[config.mk]
export PLATFORM = sky130hd
export DESIGN_NAME = sar_adc_dac_control
export DESIGN_NICKNAME = d
export VERILOG_FILES = /design/src/rtl/sar_adc_dac_control.v /design/src/rtl/conversion_pacer.v
export VERILOG_INCLUDE_DIRS = /design/src /design/src/rtl
export SDC_FILE = /design/constraint.sdc
export NUM_CORES = 1
export LEC_CHECK = 0
export ABC_AREA = 0
export BUFFER_PORTS_ARGS = -buffer_cell sky130_fd_sc_hd__buf_2
export CORE_AREA = 5 5 153 155
export DETAILED_ROUTE_END_ITERATION = 16
export DIE_AREA = 0 0 158 160
export PLACE_DENSITY = 0.71
export SYNTH_ARGS = -nofsm -noshare
export SYNTH_HDL_FRONTEND = slang
export SYNTH_SLANG_ARGS = --single-unit
[constraint.sdc]
create_clock -name core_clk_in -period 16.9 [get_ports core_clk_in]
set_input_delay 3.38 -clock core_clk_in [delete_from_list [all_inputs] [get_ports core_clk_in]]
set_output_delay 3.38 -clock core_clk_in [all_outputs]
set_load 0.05 [all_outputs]
[src/rtl/sar_converter_map.vh]
// register offsets, field positions, reset values and timing counts of the converter control
`ifndef SAR_CONVERTER_MAP_VH
`define SAR_CONVERTER_MAP_VH

// ==========================================================
// register byte offsets
`define OFS_CONVERTER_CONTROL       8'h00
`define OFS_CONVERSION_RESULT       8'h04
`define OFS_OUTPUT_LEVEL_VALUE      8'h08
`define OFS_CONVERTER_SETUP         8'h10
`define OFS_INPUT_SWITCH_SELECT     8'h18
`define OFS_OUTPUT_SWITCH_SELECT    8'h1C
`define OFS_LOW_THRESHOLD           8'h20
`define OFS_HIGH_THRESHOLD          8'h24
`define OFS_INTERRUPT_ENABLE        8'h28
`define OFS_RAW_INTERRUPT_STATUS    8'h2C
`define OFS_ENABLED_INTERRUPT_STATUS 8'h30
`define OFS_INTERRUPT_CLEAR         8'h34

// ==========================================================
// control register bit positions
`define BIT_SAMPLE_START            0
`define BIT_OUTPUT_START            1
`define BIT_SAMPLE_CONTINUOUS       2
`define BIT_OUTPUT_CONTINUOUS       3
`define BIT_SAMPLE_STOP             4
`define BIT_OUTPUT_STOP             5
`define CONTROL_WIDTH               6

// interrupt bit positions
`define IRQ_OUTPUT_DONE             0
`define IRQ_SAMPLE_READY            1
`define IRQ_BELOW_LOW               2
`define IRQ_ABOVE_HIGH              3
`define IRQ_WIDTH                   4

// ==========================================================
// field widths
`define DATA_WIDTH                  12
`define THRESHOLD_WIDTH             16
`define SETUP_WIDTH                 10
`define SWITCH_WIDTH                20
`define EXTERNAL_LINES              6

// ==========================================================
// reset values
`define RST_CONTROL                 6'h00
`define RST_DATA                    12'h000
`define RST_SETUP                   10'h000
`define RST_SWITCH                  20'h0_0000
`define RST_THRESHOLD               16'h0000
`define RST_ENABLE                  4'h0
`define RST_RAW_STATUS              4'h8

// ==========================================================
// timing: 80 kSamples/s at a 20 MHz clock is one sample start per 250 cycles
`define SAMPLE_PERIOD_CYCLES        16'h00FA

`endif

[src/rtl/sar_adc_dac_control.v]
// register file and sequencer of the shared 12-bit converter behind an AXI4-Lite slave
`timescale 1ns/1ps
module sar_adc_dac_control (
    // clock and reset
    input  wire        core_clk_in,
    input  wire        rst_in,
    // axi4-lite write address
    input  wire [7:0]  s_axi_awaddr_in,
    input  wire        s_axi_awvalid_in,
    output reg         s_axi_awready_out,
    // axi4-lite write data
    input  wire [31:0] s_axi_wdata_in,
    input  wire [3:0]  s_axi_wstrb_in,
    input  wire        s_axi_wvalid_in,
    output reg         s_axi_wready_out,
    // axi4-lite write response
    output reg  [1:0]  s_axi_bresp_out,
    output reg         s_axi_bvalid_out,
    input  wire        s_axi_bready_in,
    // axi4-lite read address
    input  wire [7:0]  s_axi_araddr_in,
    input  wire        s_axi_arvalid_in,
    output reg         s_axi_arready_out,
    // axi4-lite read data
    output reg  [31:0] s_axi_rdata_out,
    output reg  [1:0]  s_axi_rresp_out,
    output reg         s_axi_rvalid_out,
    input  wire        s_axi_rready_in,
    // analog core
    output reg         core_sample_go_out,
    output reg         core_output_go_out,
    output reg  [11:0] core_output_code_out,
    input  wire        core_done_in,
    input  wire [11:0] core_sample_in,
    // analog core setup and switch matrix
    output reg  [9:0]  core_setup_out,
    output reg  [19:0] input_switch_out,
    output reg  [19:0] output_switch_out,
    // interrupt
    output reg         irq_out
);
`include "sar_converter_map.vh"

    localparam [2:0] ST_IDLE   = 3'b001;
    localparam [2:0] ST_SAMPLE = 3'b010;
    localparam [2:0] ST_OUTPUT = 3'b100;

    localparam [1:0] RESP_OKAY   = 2'b00;
    localparam [1:0] RESP_SLVERR = 2'b10;

    // only the external lines are wired; reserved inputs never close
    localparam [19:0] SWITCH_USED = 20'h0_003F;

    // ==========================================================
    // registers
    reg [5:0]  converter_control;
    reg [11:0] conversion_result;
    reg [11:0] output_level_value;
    reg [9:0]  converter_setup;
    reg [19:0] input_switch_select;
    reg [19:0] output_switch_select;
    reg [15:0] low_threshold;
    reg [15:0] high_threshold;
    reg [3:0]  interrupt_enable;
    reg [3:0]  raw_interrupt_status;
    reg [2:0]  state;
    reg        last_was_sample;
    reg [7:0]  wr_addr;
    reg [31:0] wr_data;
    reg [3:0]  wr_strb;
    reg        have_addr;
    reg        have_data;

    wire [3:0] enabled_interrupt_status = raw_interrupt_status & interrupt_enable;
    wire       pace_ready;
    wire       sample_req = converter_control[`BIT_SAMPLE_START] & pace_ready;
    wire       output_req = converter_control[`BIT_OUTPUT_START];
    wire       write_fire = have_addr & have_data & ~s_axi_bvalid_out;
    wire       start_sample;
    wire       start_output;
    wire       finish_sample = (state == ST_SAMPLE) & core_done_in;
    wire       finish_output = (state == ST_OUTPUT) & core_done_in;

    // byte-lane merge of a write into an existing word
    function [31:0] merge_lanes;
        input [31:0] old_word;
        input [31:0] new_word;
        input [3:0]  strb;
        integer k;
        begin
            merge_lanes = old_word;
            for (k = 0; k < 4; k = k + 1) begin
                if (strb[k])
                    merge_lanes[8*k +: 8] = new_word[8*k +: 8];
            end
        end
    endfunction

    function is_mapped;
        input [7:0] addr;
        begin
            case (addr)
                `OFS_CONVERTER_CONTROL, `OFS_CONVERSION_RESULT, `OFS_OUTPUT_LEVEL_VALUE,
                `OFS_CONVERTER_SETUP, `OFS_INPUT_SWITCH_SELECT, `OFS_OUTPUT_SWITCH_SELECT,
                `OFS_LOW_THRESHOLD, `OFS_HIGH_THRESHOLD, `OFS_INTERRUPT_ENABLE,
                `OFS_RAW_INTERRUPT_STATUS, `OFS_ENABLED_INTERRUPT_STATUS,
                `OFS_INTERRUPT_CLEAR: is_mapped = 1'b1;
                default: is_mapped = 1'b0;
            endcase
        end
    endfunction

    wire [31:0] wr_word = merge_lanes(32'h0000_0000, wr_data, wr_strb);
    wire        wr_ctl  = write_fire & (wr_addr == `OFS_CONVERTER_CONTROL);

    // strobed merges of a write into the current content of each register except control and interrupt enable
    wire [31:0] level_merged  = merge_lanes({20'h0_0000, output_level_value}, wr_data, wr_strb);
    wire [31:0] setup_merged  = merge_lanes({22'h00_0000, converter_setup}, wr_data, wr_strb);
    wire [31:0] in_sw_merged  = merge_lanes({12'h000, input_switch_select}, wr_data, wr_strb);
    wire [31:0] out_sw_merged = merge_lanes({12'h000, output_switch_select}, wr_data, wr_strb);
    wire [31:0] low_merged    = merge_lanes({16'h0000, low_threshold}, wr_data, wr_strb);
    wire [31:0] high_merged   = merge_lanes({16'h0000, high_threshold}, wr_data, wr_strb);

    // ==========================================================
    // arbitration: alternate when both directions wait
    assign start_sample = (state == ST_IDLE) & sample_req &
                          (~output_req | ~last_was_sample);
    assign start_output = (state == ST_IDLE) & output_req & ~start_sample;

    conversion_pacer u_pacer (
        .core_clk_in (core_clk_in),
        .rst_in      (rst_in),
        .restart_in  (start_sample),
        .ready_out   (pace_ready)
    );

    // ==========================================================
    // sequencer
    always @(posedge core_clk_in or posedge rst_in) begin
        if (rst_in) begin
            state                <= ST_IDLE;
            last_was_sample      <= 1'b0;
            core_sample_go_out   <= 1'b0;
            core_output_go_out   <= 1'b0;
            core_output_code_out <= `RST_DATA;
        end else begin
            core_sample_go_out <= 1'b0;
            core_output_go_out <= 1'b0;
            case (state)
                ST_IDLE: begin
                    if (start_sample) begin
                        state              <= ST_SAMPLE;
                        last_was_sample    <= 1'b1;
                        core_sample_go_out <= 1'b1;
                    end else if (start_output) begin
                        state                <= ST_OUTPUT;
                        last_was_sample      <= 1'b0;
                        core_output_go_out   <= 1'b1;
                        // code latched at start only, so later writes wait for a start
                        core_output_code_out <= output_level_value;
                    end
                end
                // output code is untouched here, the hold amplifier keeps the level
                ST_SAMPLE: if (core_done_in) state <= ST_IDLE;
                ST_OUTPUT: if (core_done_in) state <= ST_IDLE;
                default:   state <= ST_IDLE;
            endcase
        end
    end

    // ==========================================================
    // control register: software sets, sequencer clears start and stop at completion of a single or stopped run
    always @(posedge core_clk_in or posedge rst_in) begin
        if (rst_in) begin
            converter_control <= `RST_CONTROL;
        end else begin
            if (finish_sample &&
                (!converter_control[`BIT_SAMPLE_CONTINUOUS] ||
                 converter_control[`BIT_SAMPLE_STOP])) begin
                converter_control[`BIT_SAMPLE_START] <= 1'b0;
                converter_control[`BIT_SAMPLE_STOP]  <= 1'b0;
            end
            if (finish_output &&
                (!converter_control[`BIT_OUTPUT_CONTINUOUS] ||
                 converter_control[`BIT_OUTPUT_STOP])) begin
                converter_control[`BIT_OUTPUT_START] <= 1'b0;
                converter_control[`BIT_OUTPUT_STOP]  <= 1'b0;
            end
            // a write in the completion cycle wins, so a fresh start is never lost
            if (wr_ctl)
                converter_control <= wr_word[5:0];
        end
    end

    // ==========================================================
    // result, thresholds and interrupt status
    always @(posedge core_clk_in or posedge rst_in) begin
        if (rst_in) begin
            conversion_result    <= `RST_DATA;
            raw_interrupt_status <= `RST_RAW_STATUS;
        end else begin
            // clear first so that a same-cycle event wins
            if (write_fire && wr_addr == `OFS_INTERRUPT_CLEAR)
                raw_interrupt_status <= raw_interrupt_status & ~wr_word[3:0];
            if (finish_sample) begin
                conversion_result <= core_sample_in;
                raw_interrupt_status[`IRQ_SAMPLE_READY] <= 1'b1;
                if ({4'h0, core_sample_in} < low_threshold)
                    raw_interrupt_status[`IRQ_BELOW_LOW] <= 1'b1;
                if ({4'h0, core_sample_in} > high_threshold)
                    raw_interrupt_status[`IRQ_ABOVE_HIGH] <= 1'b1;
            end
            if (finish_output)
                raw_interrupt_status[`IRQ_OUTPUT_DONE] <= 1'b1;
        end
    end

    // ==========================================================
    // software-written registers
    always @(posedge core_clk_in or posedge rst_in) begin
        if (rst_in) begin
            output_level_value   <= `RST_DATA;
            converter_setup      <= `RST_SETUP;
            input_switch_select  <= `RST_SWITCH;
            output_switch_select <= `RST_SWITCH;
            low_threshold        <= `RST_THRESHOLD;
            high_threshold       <= `RST_THRESHOLD;
            interrupt_enable     <= `RST_ENABLE;
        end else if (write_fire) begin
            case (wr_addr)
                `OFS_OUTPUT_LEVEL_VALUE:   output_level_value   <= level_merged[11:0];
                `OFS_CONVERTER_SETUP:      converter_setup      <= setup_merged[9:0];
                `OFS_INPUT_SWITCH_SELECT:  input_switch_select  <= in_sw_merged[19:0];
                `OFS_OUTPUT_SWITCH_SELECT: output_switch_select <= out_sw_merged[19:0];
                `OFS_LOW_THRESHOLD:        low_threshold        <= low_merged[15:0];
                `OFS_HIGH_THRESHOLD:       high_threshold       <= high_merged[15:0];
                `OFS_INTERRUPT_ENABLE: interrupt_enable <= wr_word[3:0];
                default: ;
            endcase
        end
    end

    // ==========================================================
    // outputs toward the analog side and the interrupt line
    always @(posedge core_clk_in or posedge rst_in) begin
        if (rst_in) begin
            core_setup_out    <= `RST_SETUP;
            input_switch_out  <= `RST_SWITCH;
            output_switch_out <= `RST_SWITCH;
            irq_out           <= 1'b0;
        end else begin
            core_setup_out    <= converter_setup;
            input_switch_out  <= input_switch_select & SWITCH_USED;
            output_switch_out <= output_switch_select & SWITCH_USED;
            irq_out           <= |enabled_interrupt_status;
        end
    end

    // ==========================================================
    // axi4-lite write channel
    always @(posedge core_clk_in or posedge rst_in) begin
        if (rst_in) begin
            s_axi_awready_out <= 1'b1;
            s_axi_wready_out  <= 1'b1;
            s_axi_bvalid_out  <= 1'b0;
            s_axi_bresp_out   <= RESP_OKAY;
            have_addr         <= 1'b0;
            have_data         <= 1'b0;
            wr_addr           <= 8'h00;
            wr_data           <= 32'h0000_0000;
            wr_strb           <= 4'h0;
        end else begin
            if (s_axi_awvalid_in && s_axi_awready_out) begin
                wr_addr           <= {s_axi_awaddr_in[7:2], 2'b00};
                have_addr         <= 1'b1;
                s_axi_awready_out <= 1'b0;
            end
            if (s_axi_wvalid_in && s_axi_wready_out) begin
                wr_data          <= s_axi_wdata_in;
                wr_strb          <= s_axi_wstrb_in;
                have_data        <= 1'b1;
                s_axi_wready_out <= 1'b0;
            end
            if (write_fire) begin
                have_addr        <= 1'b0;
                have_data        <= 1'b0;
                s_axi_bvalid_out <= 1'b1;
                s_axi_bresp_out  <= is_mapped(wr_addr) ? RESP_OKAY : RESP_SLVERR;
            end
            if (s_axi_bvalid_out && s_axi_bready_in) begin
                s_axi_bvalid_out  <= 1'b0;
                s_axi_awready_out <= 1'b1;
                s_axi_wready_out  <= 1'b1;
            end
        end
    end

    // ==========================================================
    // axi4-lite read channel; write-only registers read as zero
    always @(posedge core_clk_in or posedge rst_in) begin
        if (rst_in) begin
            s_axi_arready_out <= 1'b1;
            s_axi_rvalid_out  <= 1'b0;
            s_axi_rdata_out   <= 32'h0000_0000;
            s_axi_rresp_out   <= RESP_OKAY;
        end else if (s_axi_arvalid_in && s_axi_arready_out) begin
            s_axi_arready_out <= 1'b0;
            s_axi_rvalid_out  <= 1'b1;
            s_axi_rresp_out   <= is_mapped({s_axi_araddr_in[7:2], 2'b00}) ?
                                 RESP_OKAY : RESP_SLVERR;
            case ({s_axi_araddr_in[7:2], 2'b00})
                `OFS_CONVERTER_CONTROL:    s_axi_rdata_out <= {26'h000_0000, converter_control};
                `OFS_CONVERSION_RESULT:    s_axi_rdata_out <= {20'h0_0000, conversion_result};
                `OFS_CONVERTER_SETUP:      s_axi_rdata_out <= {22'h00_0000, converter_setup};
                `OFS_INPUT_SWITCH_SELECT:  s_axi_rdata_out <= {12'h000, input_switch_select};
                `OFS_OUTPUT_SWITCH_SELECT: s_axi_rdata_out <= {12'h000, output_switch_select};
                `OFS_LOW_THRESHOLD:        s_axi_rdata_out <= {16'h0000, low_threshold};
                `OFS_HIGH_THRESHOLD:       s_axi_rdata_out <= {16'h0000, high_threshold};
                `OFS_INTERRUPT_ENABLE:     s_axi_rdata_out <= {28'h000_0000, interrupt_enable};
                `OFS_RAW_INTERRUPT_STATUS: s_axi_rdata_out <=
                    {28'h000_0000, raw_interrupt_status};
                `OFS_ENABLED_INTERRUPT_STATUS: s_axi_rdata_out <=
                    {28'h000_0000, enabled_interrupt_status};
                default:                   s_axi_rdata_out <= 32'h0000_0000;
            endcase
        end else if (s_axi_rvalid_out && s_axi_rready_in) begin
            s_axi_rvalid_out  <= 1'b0;
            s_axi_arready_out <= 1'b1;
        end
    end

endmodule // sar_adc_dac_control

[src/rtl/conversion_pacer.v]
// pacing counter that spaces successive sample starts by the sample period
`timescale 1ns/1ps
module conversion_pacer (
    // clock and reset
    input  wire        core_clk_in,
    input  wire        rst_in,
    // control
    input  wire        restart_in,
    // status
    output reg         ready_out
);
`include "sar_converter_map.vh"

    localparam [15:0] PERIOD = `SAMPLE_PERIOD_CYCLES;

    reg [15:0] count;

    // ==========================================================
    // counter
    always @(posedge core_clk_in or posedge rst_in) begin
        if (rst_in) begin
            count     <= 16'h0000;
            ready_out <= 1'b1;
        end else if (restart_in) begin
            count     <= PERIOD - 16'h0001;
            ready_out <= 1'b0;
        end else if (count != 16'h0000) begin
            count     <= count - 16'h0001;
            ready_out <= (count == 16'h0001);
        end
    end

endmodule // conversion_pacer

### After elaboration in Yosys (flattened, before gate mapping)

Index checks and enable logic that the tools add are counted.

* $add $sub $neg: 1
* order comparisons: 2
* eq/ne operators: 28
* multiplexer cells: 45
* bitwise logic cells: 18
* reductions and logical operators: 49

Operators by type and width (number)
* 20-bit one-hot mux with 10 select lines: 1
* 6-bit by 4-bit equality test with 1-bit output, second input constant: 12
* 3-bit AND reduction: 15
* 6-bit by 3-bit equality test with 1-bit output, second input constant: 6
* 1-bit 2-to-1 mux: 32
* 16-bit 2-to-1 mux: 2
* 2-bit nonzero test: 12
* 12-bit OR reduction: 2
* 16-bit by 1-bit equality test with 1-bit output, second input constant: 1
* 12-bit by 16-bit > comparator with 1-bit output: 1
* 12-bit by 16-bit less-than comparator with 1-bit output: 1
* 16-bit nonzero test: 1
* 16-bit by 1-bit subtractor with 16-bit output, second input constant: 1
* 6-bit by 1-bit equality test with 1-bit output, second input constant: 2
* 6-bit by 2-bit equality test with 1-bit output, second input constant: 2
* 3-bit 2-to-1 mux: 4
* 6-bit 2-to-1 mux: 2
* 1-bit AND: 10
* 4-bit AND: 2
* 1-bit logical AND: 8
* 8-bit zero test: 1
* 6-bit zero test: 1
* 3-bit one-hot mux with 2 select lines: 1
* 2-bit AND reduction: 3
* other kinds (14): 20

* register bits: 250
* bits of input ports: 72

### Longest topological paths before layout

Gate-level depths: netlist of run 1.

* depth after elaboration: 8
* mapped depth: 7

### Cells and area by module

Synthesis of run 1 repeated with hierarchy kept, for this count alone.

* cell total of the unflattened synthesis: 889
* area, all modules: 10756.6 um^2

By module, submodules not included
* sar_adc_dac_control: times used 1, cells an instance 785, area an instance 9766.9 um^2, seq. area each 5486.5 um^2
* conversion_pacer: times used 1, cells an instance 104, area an instance 989.7 um^2, seq. area each 426.7 um^2

### Least setup slack after synthesis of run 1

Ideal clock, no wire load.

* path type: input-to-reg
* start point: input port s_axi_araddr_in[2]
* end point: register s_axi_rdata_out[0]
* arrival: 4.777 ns
* data required time: 16.779 ns
* path slack: 12.002 ns
* stages on the path: 5
* cell sequence: clkbuf_1 > mux4_2 > a221oi_1 > o2111ai_1 > a22o_1

* longest elaborated chain between the ends: 2
* elaborated cells on any way between the ends: 11
* classes of those cells: 9 x eq/ne; 1 x mux; 1 x reduce/logical

Ends and longest elaborated chain
* from (decl): line sar_adc_dac_control.v:21 `input wire [7:0] s_axi_araddr_in,`
* 6-bit by 4-bit equality test with 1-bit output, or another cell as far along: line sar_adc_dac_control.v:311 `case ({s_axi_araddr_in[7:2], 2'b00})`
* 20-bit one-hot mux with 10 select lines *: line sar_adc_dac_control.v:311
* to (signal assigned): line sar_adc_dac_control.v:312 `` `OFS_CONVERTER_CONTROL: s_axi_rdata_out <= {26'h000_0000, converter_control}; ``
* to (signal assigned): line sar_adc_dac_control.v:313 `` `OFS_CONVERSION_RESULT: s_axi_rdata_out <= {20'h0_0000, conversion_result}; ``
* to (signal assigned): line sar_adc_dac_control.v:314 `` `OFS_CONVERTER_SETUP: s_axi_rdata_out <= {22'h00_0000, converter_setup}; ``
* to (decl): line sar_adc_dac_control.v:25 `output reg [31:0] s_axi_rdata_out,`

Mark *: on every way between the ends. The rest lies on a longest branch, timed or not.
A chain may end at the register's enable or synchronous reset.

### Worst setup path after layout of run 1

* start point: input port s_axi_araddr_in[4]
* end point: register s_axi_rdata_out[9]

Same word-level chain as after synthesis.

==> reports/results.tsv, run 1 <==
metric	value	unit
critPathMaxFanout	14	
clkPwrFrac	27.9	%
critPathKind	in2reg	
detail-route-antenna-nets	0	
clock_latency	0.52	ns
end_kind	flop	
post-route-period-util	32.1	%
grt_pass1_wl	40200	um
cts_setup_buffers	0	
fmax	184	MHz
grt-ovfl-total	0	
multi_input_area	4330	um2
p_leak	6.04	nW
synth_edf_count	0	
hold_class	reg2reg	
cts_tree	yes	
initial_core_util	49.3	%
intPower	1.21	mW
max-vdd-ir-drop	0.0997	mV
synthArstFlopShare	100	%
tns	0	ns
hpwl	17300	um
cp-start-kind	primary input	
die_h	160	um
switching_share	36.1	%
worst_slew_pin_slew	1.10	ns
synthToLayoutAreaGrowth	13.9	%
hold_viol_final	0	
ys_top_cells_by_area	dfrtp_1 (54%), mux2_2 (16%), buf_4 (3.1%), ha_1 (3.0%), nand2_1 (2.5%)	
core.rowCount	54	
worst_slack	11.47	ns
ys.flop_type	dfrtp_1	
drive_gt1_share	33.1	%
dr_total_vias	7179	
grt_max_degree	156	
status	finished clean	
combPwrFrac	27.1	%
layout.nets	1098	
slew_viol_final	0	
cts.hold.buffers_added	0	
yosysWarningCount	0	
power_density	155	nW/um2
synth_seq_cells	236	
gp_congestion	0.873	
die_w	158	um
routed_wl	25000	um
seq_area	5910	um2
setup_viol	0	
reg2regPathDepth	5	
wire_per_inst	19.2	um
antenna_found_initial	4	
ys_types	66	
switchingPower	0.680	mW
synth_top_area_cell	dfrtp_1	
syn-cell-area	10700	um2
r2r_end	s_axi_rdata_out[3]	
period_minus_slack	5.43	ns
ctsResizeCount	0	
p_seq_share	45.0	%
core-area	21700	um2
netlist.area_leader.share	53.8	%
ys_seq_area_share	55.3	%
dr.pass1.iters	5	
cts.htree.levels	1	
crit_arrival	5.89	ns
boundaryPins	178	
rsz0062_at_grt	no	
endpoint	s_axi_rdata_out[9]	
port_buffers	118	
reg2reg_from	s_axi_arready_out	
cts_root_buffer	clkbuf_16	
numCtsBuffers	25	
cap_viol_max_count	0	
rrSetupSlack	14.73	ns
synthCells	879	
skew	0.0157	ns
fill_cells	1808	
clkSlewWorstSetupHoldPaths	0.06	ns
crit_start	s_axi_araddr_in[4]	
grt_use_total	19.8	%
avgSynthCellArea	12.2	um2
via_per_inst	5.53	
drt_iter0_markers	546	
cp.required	17.36	ns
drc	0	
die_area	25300	um2
grt_pass1_vias	7412	
place_ws	11.00	ns
relSlewSlack	26.4	%
cts_sinks	236	
clock_path_buffers	3	
cells in the final DEF (no fill, tap or decap), types with 4 or more instances in the layout:
master	Yosys	final
nand4_1	4	4
mux2_2	150	150
dfrtp_1	230	230
ha_1	26	26
a221oi_1	12	12
and2_1	4	4
xnor2_1	8	8
or3_1	4	4
clkbuf_1	11	6
a22o_1	5	5
inv_1	37	36
a22oi_1	10	10
dfstp_2	6	6
and4_1	4	4
a21oi_1	34	34
nand3_1	15	15
clkbuf_8	0	9
or4_1	6	6
clkbuf_16	0	25
mux2i_1	6	6
buf_2	9	118
nor2_1	40	40
a21o_1	4	4
nand2b_1	6	6
nor3_1	10	10
nand3b_1	4	4
a31oi_1	11	11
a222oi_1	12	12
nor4_1	4	4
buf_4	44	6
nand2_1	70	70
nor2b_1	11	11
conb_1	1	42
o21ai_0	30	30
cell families after synthesis:
logic type,Yosys count,synth area share (%)
other cells,1,0.0351
buf+inv,108,5.62
xor+xnor,11,0.901
mux,157,16.6
compound gates,136,8.52
simple gates,204,10.0
fa+ha+maj,26,3.04
flops,236,55.3
cell usage after synthesis, types with 8 or more instances:
cell / number
a31oi_1: 11
o21ai_0: 30
a221oi_1: 12
ha_1: 26
a222oi_1: 12
buf_4: 44
a22oi_1: 10
nor2_1: 40
xnor2_1: 8
inv_1: 37
dfrtp_1: 230
buf_2: 9
a21oi_1: 34
nor2b_1: 11
nand3_1: 15
nand2_1: 70
clkbuf_1: 11
mux2_2: 150
nor3_1: 10
registers in the layout, summed over array words and instances, names as in the netlist, 10 cells and up:
| name | count |
|---|---|
| output_switch_select | 20 |
| converter_setup | 10 |
| s_axi_rdata_out | 20 |
| input_switch_select | 20 |
| u_pacer.count | 16 |
| core_output_code_out | 12 |
| conversion_result | 12 |
| wr_data | 20 |
| low_threshold | 16 |
| output_level_value | 12 |
| core_setup_out | 10 |
| high_threshold | 16 |
power by group through the flow:
stage | registers (mW) | clock network [mW] | logic [mW]
2_1_floorplan | 0.970 | 0 | 0.256
3_3_place_gp | 0.852 | 0 | 0.503
3_5_place_dp | 0.858 | 0 | 0.512
4_1_cts | 0.849 | 0.539 | 0.515
5_1_grt | 0.871 | 0.565 | 0.552
6_report | 0.849 | 0.527 | 0.511
per-stage QoR:
stage          util (%)  power, mW  hold slack, ns  area (um2)  std cells
4_1_cts            56.1       1.90           0.397       12200       1296
3_3_place_gp       52.5       1.36           0.379       11400       1253
3_5_place_dp       52.5       1.37           0.382       11400       1253
2_1_floorplan         -       1.23           0.369       10800        920
6_report           56.1       1.89           0.393       12200       1298
5_1_grt            56.1       1.99           0.406       12200       1297
critical path, stage by stage:
cell and delay [ns]:
buf_2 0.25, or4b_1 0.57, nor2_1 0.81, buf_4 0.35, a222oi_1 0.12, a31oi_1 0.29, a21o_1 0.11
routing by layer:
| layer | up-vias | share of wire, % | routed length, um | global-route usage, % |
|---|---|---|---|---|
| met5 | - | 0.14 | 34 | 0 |
| met1 | 3589 | 43 | 10800 | 27.3 |
| met3 | 46 | 5.6 | 1410 | 3.49 |
| met2 | 198 | 49 | 12200 | 32.7 |
| li1 | 3340 | - | - | - |
| met4 | 6 | 2.1 | 535 | 4.65 |
worst min-delay path by stage:
stage	endpoint	slack, ns	cells after the start	startpoint
after floorplan	core_setup_out[0]	0.37	0	converter_setup[0]
after global placement	input_switch_out[3]	0.38	0	input_switch_select[3]
final	input_switch_out[4]	0.39	0	input_switch_select[4]
after detailed placement	input_switch_out[4]	0.38	0	input_switch_select[4]
after CTS	input_switch_out[4]	0.40	0	input_switch_select[4]
after global routing	input_switch_out[4]	0.41	0	input_switch_select[4]
layout make-up:
type / count / share of cell area [%]
Timing Repair Buffer: 124 / 5.22
Clock inverter: 3 / 0.154
Sequential cell: 236 / 48.6
Multi-Input combinational cell: 576 / 35.6
Tap cell: 280 / 2.88
Inverter: 37 / 1.20
Antenna cell: 2 / 0.0411
Clock buffer: 40 / 6.34
Note: power is estimated with default switching activity, not from simulation.
==> inputs of run 2 (changes only) <==
--- a/config.mk
+++ b/config.mk
@@ -11,7 +11,7 @@
 export CORE_AREA = 5 5 153 155
 export DETAILED_ROUTE_END_ITERATION = 16
 export DIE_AREA = 0 0 158 160
-export PLACE_DENSITY = 0.71
+export PLACE_DENSITY = 0.74
 export SYNTH_ARGS = -nofsm -noshare
 export SYNTH_HDL_FRONTEND = slang
 export SYNTH_SLANG_ARGS = --single-unit
==> constraint.sdc (replaced) <==
create_clock -name core_clk_in -period 4.85 [get_ports core_clk_in]
set_input_delay 0.97 -clock core_clk_in [delete_from_list [all_inputs] [get_ports core_clk_in]]
set_output_delay 0.97 -clock core_clk_in [all_outputs]
set_load 0.05 [all_outputs]
==> reports/results.tsv, run 2 (synthesized netlist as in run 1, its figures left out) <==
metric	value	unit
clock_latency	0.53	ns
endpoint	s_axi_rdata_out[0]	
dr.pass1.iters	5	
rrSetupSlack	2.70	ns
die_w	158	um
period_minus_slack	2.87	ns
wire_per_inst	19.5	um
initial_core_util	49.3	%
grt_max_degree	183	
cts_root_buffer	clkbuf_16	
rsz0062_at_grt	no	
layout.nets	1099	
grt-ovfl-total	0	
worst_slack	1.98	ns
cts_setup_buffers	0	
reg2reg_from	s_axi_arready_out	
ctsResizeCount	0	
boundaryPins	178	
tns	0	ns
r2r_end	s_axi_rdata_out[3]	
p_leak	6.08	nW
gp_congestion	0.909	
multi_input_area	4330	um2
cp.required	5.30	ns
place_ws	1.51	ns
worst_slew_pin_slew	1.11	ns
cts.htree.levels	1	
fill_cells	1817	
grt_pass1_wl	40400	um
layout_common_cells	dfrtp_1 (230), mux2_2 (150), buf_2 (118), nand2_1 (70), conb_1 (42)	
synthToLayoutAreaGrowth	14.9	%
setup_viol	0	
post-route-period-util	59.1	%
cts.hold.buffers_added	0	
end_kind	flop	
numCtsBuffers	26	
critPathSlowestCell	nor2_1	
clock_path_buffers	3	
final_cell_count_no_fill	1302	
die_h	160	um
power_density	553	nW/um2
critPathKind	in2reg	
crit_arrival	3.32	ns
fmax	349	MHz
hold_viol_final	0	
path_cells	buf_2 -> or4b_1 -> nor2_1 -> buf_4 -> a221oi_1 -> o2111ai_1 -> a22o_1	
status	finished clean	
port_buffers	118	
dp_cells	1253	
skew	0.0100	ns
cp-start-kind	primary input	
via_per_inst	5.54	
cts_sinks	236	
drc	0	
hold_class	reg2reg	
routed_wl	25300	um
die_area	25300	um2
drt_iter0_markers	520	
max-vdd-ir-drop	0.370	mV
detail-route-antenna-nets	0	
cts_tree	yes	
layout_commonest_cell	dfrtp_1	
grt_pass1_vias	7406	
seq_area	5910	um2
clkSlewWorstSetupHoldPaths	0.06	ns
relSlewSlack	26.0	%
grt_use_total	20.0	%
antenna_found_initial	2	
reg2regPathDepth	5	
dr_total_vias	7214	
hold_slack	0.396	ns
critPathMaxFanout	14	
hpwl	17600	um
drive_gt1_share	33.1	%
crit_start	s_axi_araddr_in[5]	
cap_viol_max_count	0	
slew_viol_final	0	
core-area	21700	um2
core.rowCount	54	
worst_path_largest_cell_delay	0.72	ns
run 2: cell count changes in the layout (fill, tap and decap cells not counted), moves of 2 or more:
cell       change
bufinv_16      +4
clkbuf_1       +3
clkbuf_16      +2
clkbuf_8       -7
clkinv_2       +2
clkinv_4       +2
run 2: critical path, delay by kind of cell:
kind / cells / cell delay (ns)
AO/OA/AOI/OAI: 3 / 0.46
AND/OR/NAND/NOR: 2 / 1.34
buffers and inverters: 2 / 0.53
run 2: per-stage QoR:
step,instance area (um2),power [mW],util [%]
global placement,11400,4.72,52.5
detailed placement,11400,4.79,52.5
global route,12300,7.14,56.6
finish,12300,6.79,56.6
floorplan,10800,4.27,-
CTS,12300,6.84,56.6
run 2: layout make-up:
cell class / instances / share of cell area, %
diodes: 1 / 0.0204
repair buffers: 124 / 5.28
inverters: 37 / 1.16
flip-flops and latches: 236 / 48.1
well taps: 280 / 2.85
clock inverters: 10 / 1.28
multi-input cells: 576 / 35.3
clock buffers: 38 / 6.00
run 2: worst min path at each step:
stage                      startpoint             endpoint  depth (start not counted)  slack, ns
2_1_floorplan      converter_setup[0]    core_setup_out[0]                          0       0.37
3_3_place_gp   input_switch_select[3]  input_switch_out[3]                          0       0.38
3_5_place_dp       converter_setup[3]    core_setup_out[3]                          0       0.39
4_1_cts        input_switch_select[4]  input_switch_out[4]                          0       0.40
5_1_grt        input_switch_select[4]  input_switch_out[4]                          0       0.41
6_report       input_switch_select[4]  input_switch_out[4]                          0       0.40
run 2: power by group:
part           internal [mW]  total [mW]  switching [mW]
logic                  0.624        1.79            1.16
clock network           1.27        2.04           0.769
registers               2.50        2.97           0.467
total                   4.39        6.79            2.40
run 2: per-layer routing:
metal	track usage (%)	vias up	wire length, um
met5	0	-	13
met4	5.74	2	504
met3	3.60	37	1660
met2	33.4	229	12500
met1	26.9	3625	10700
li1	-	3321	-
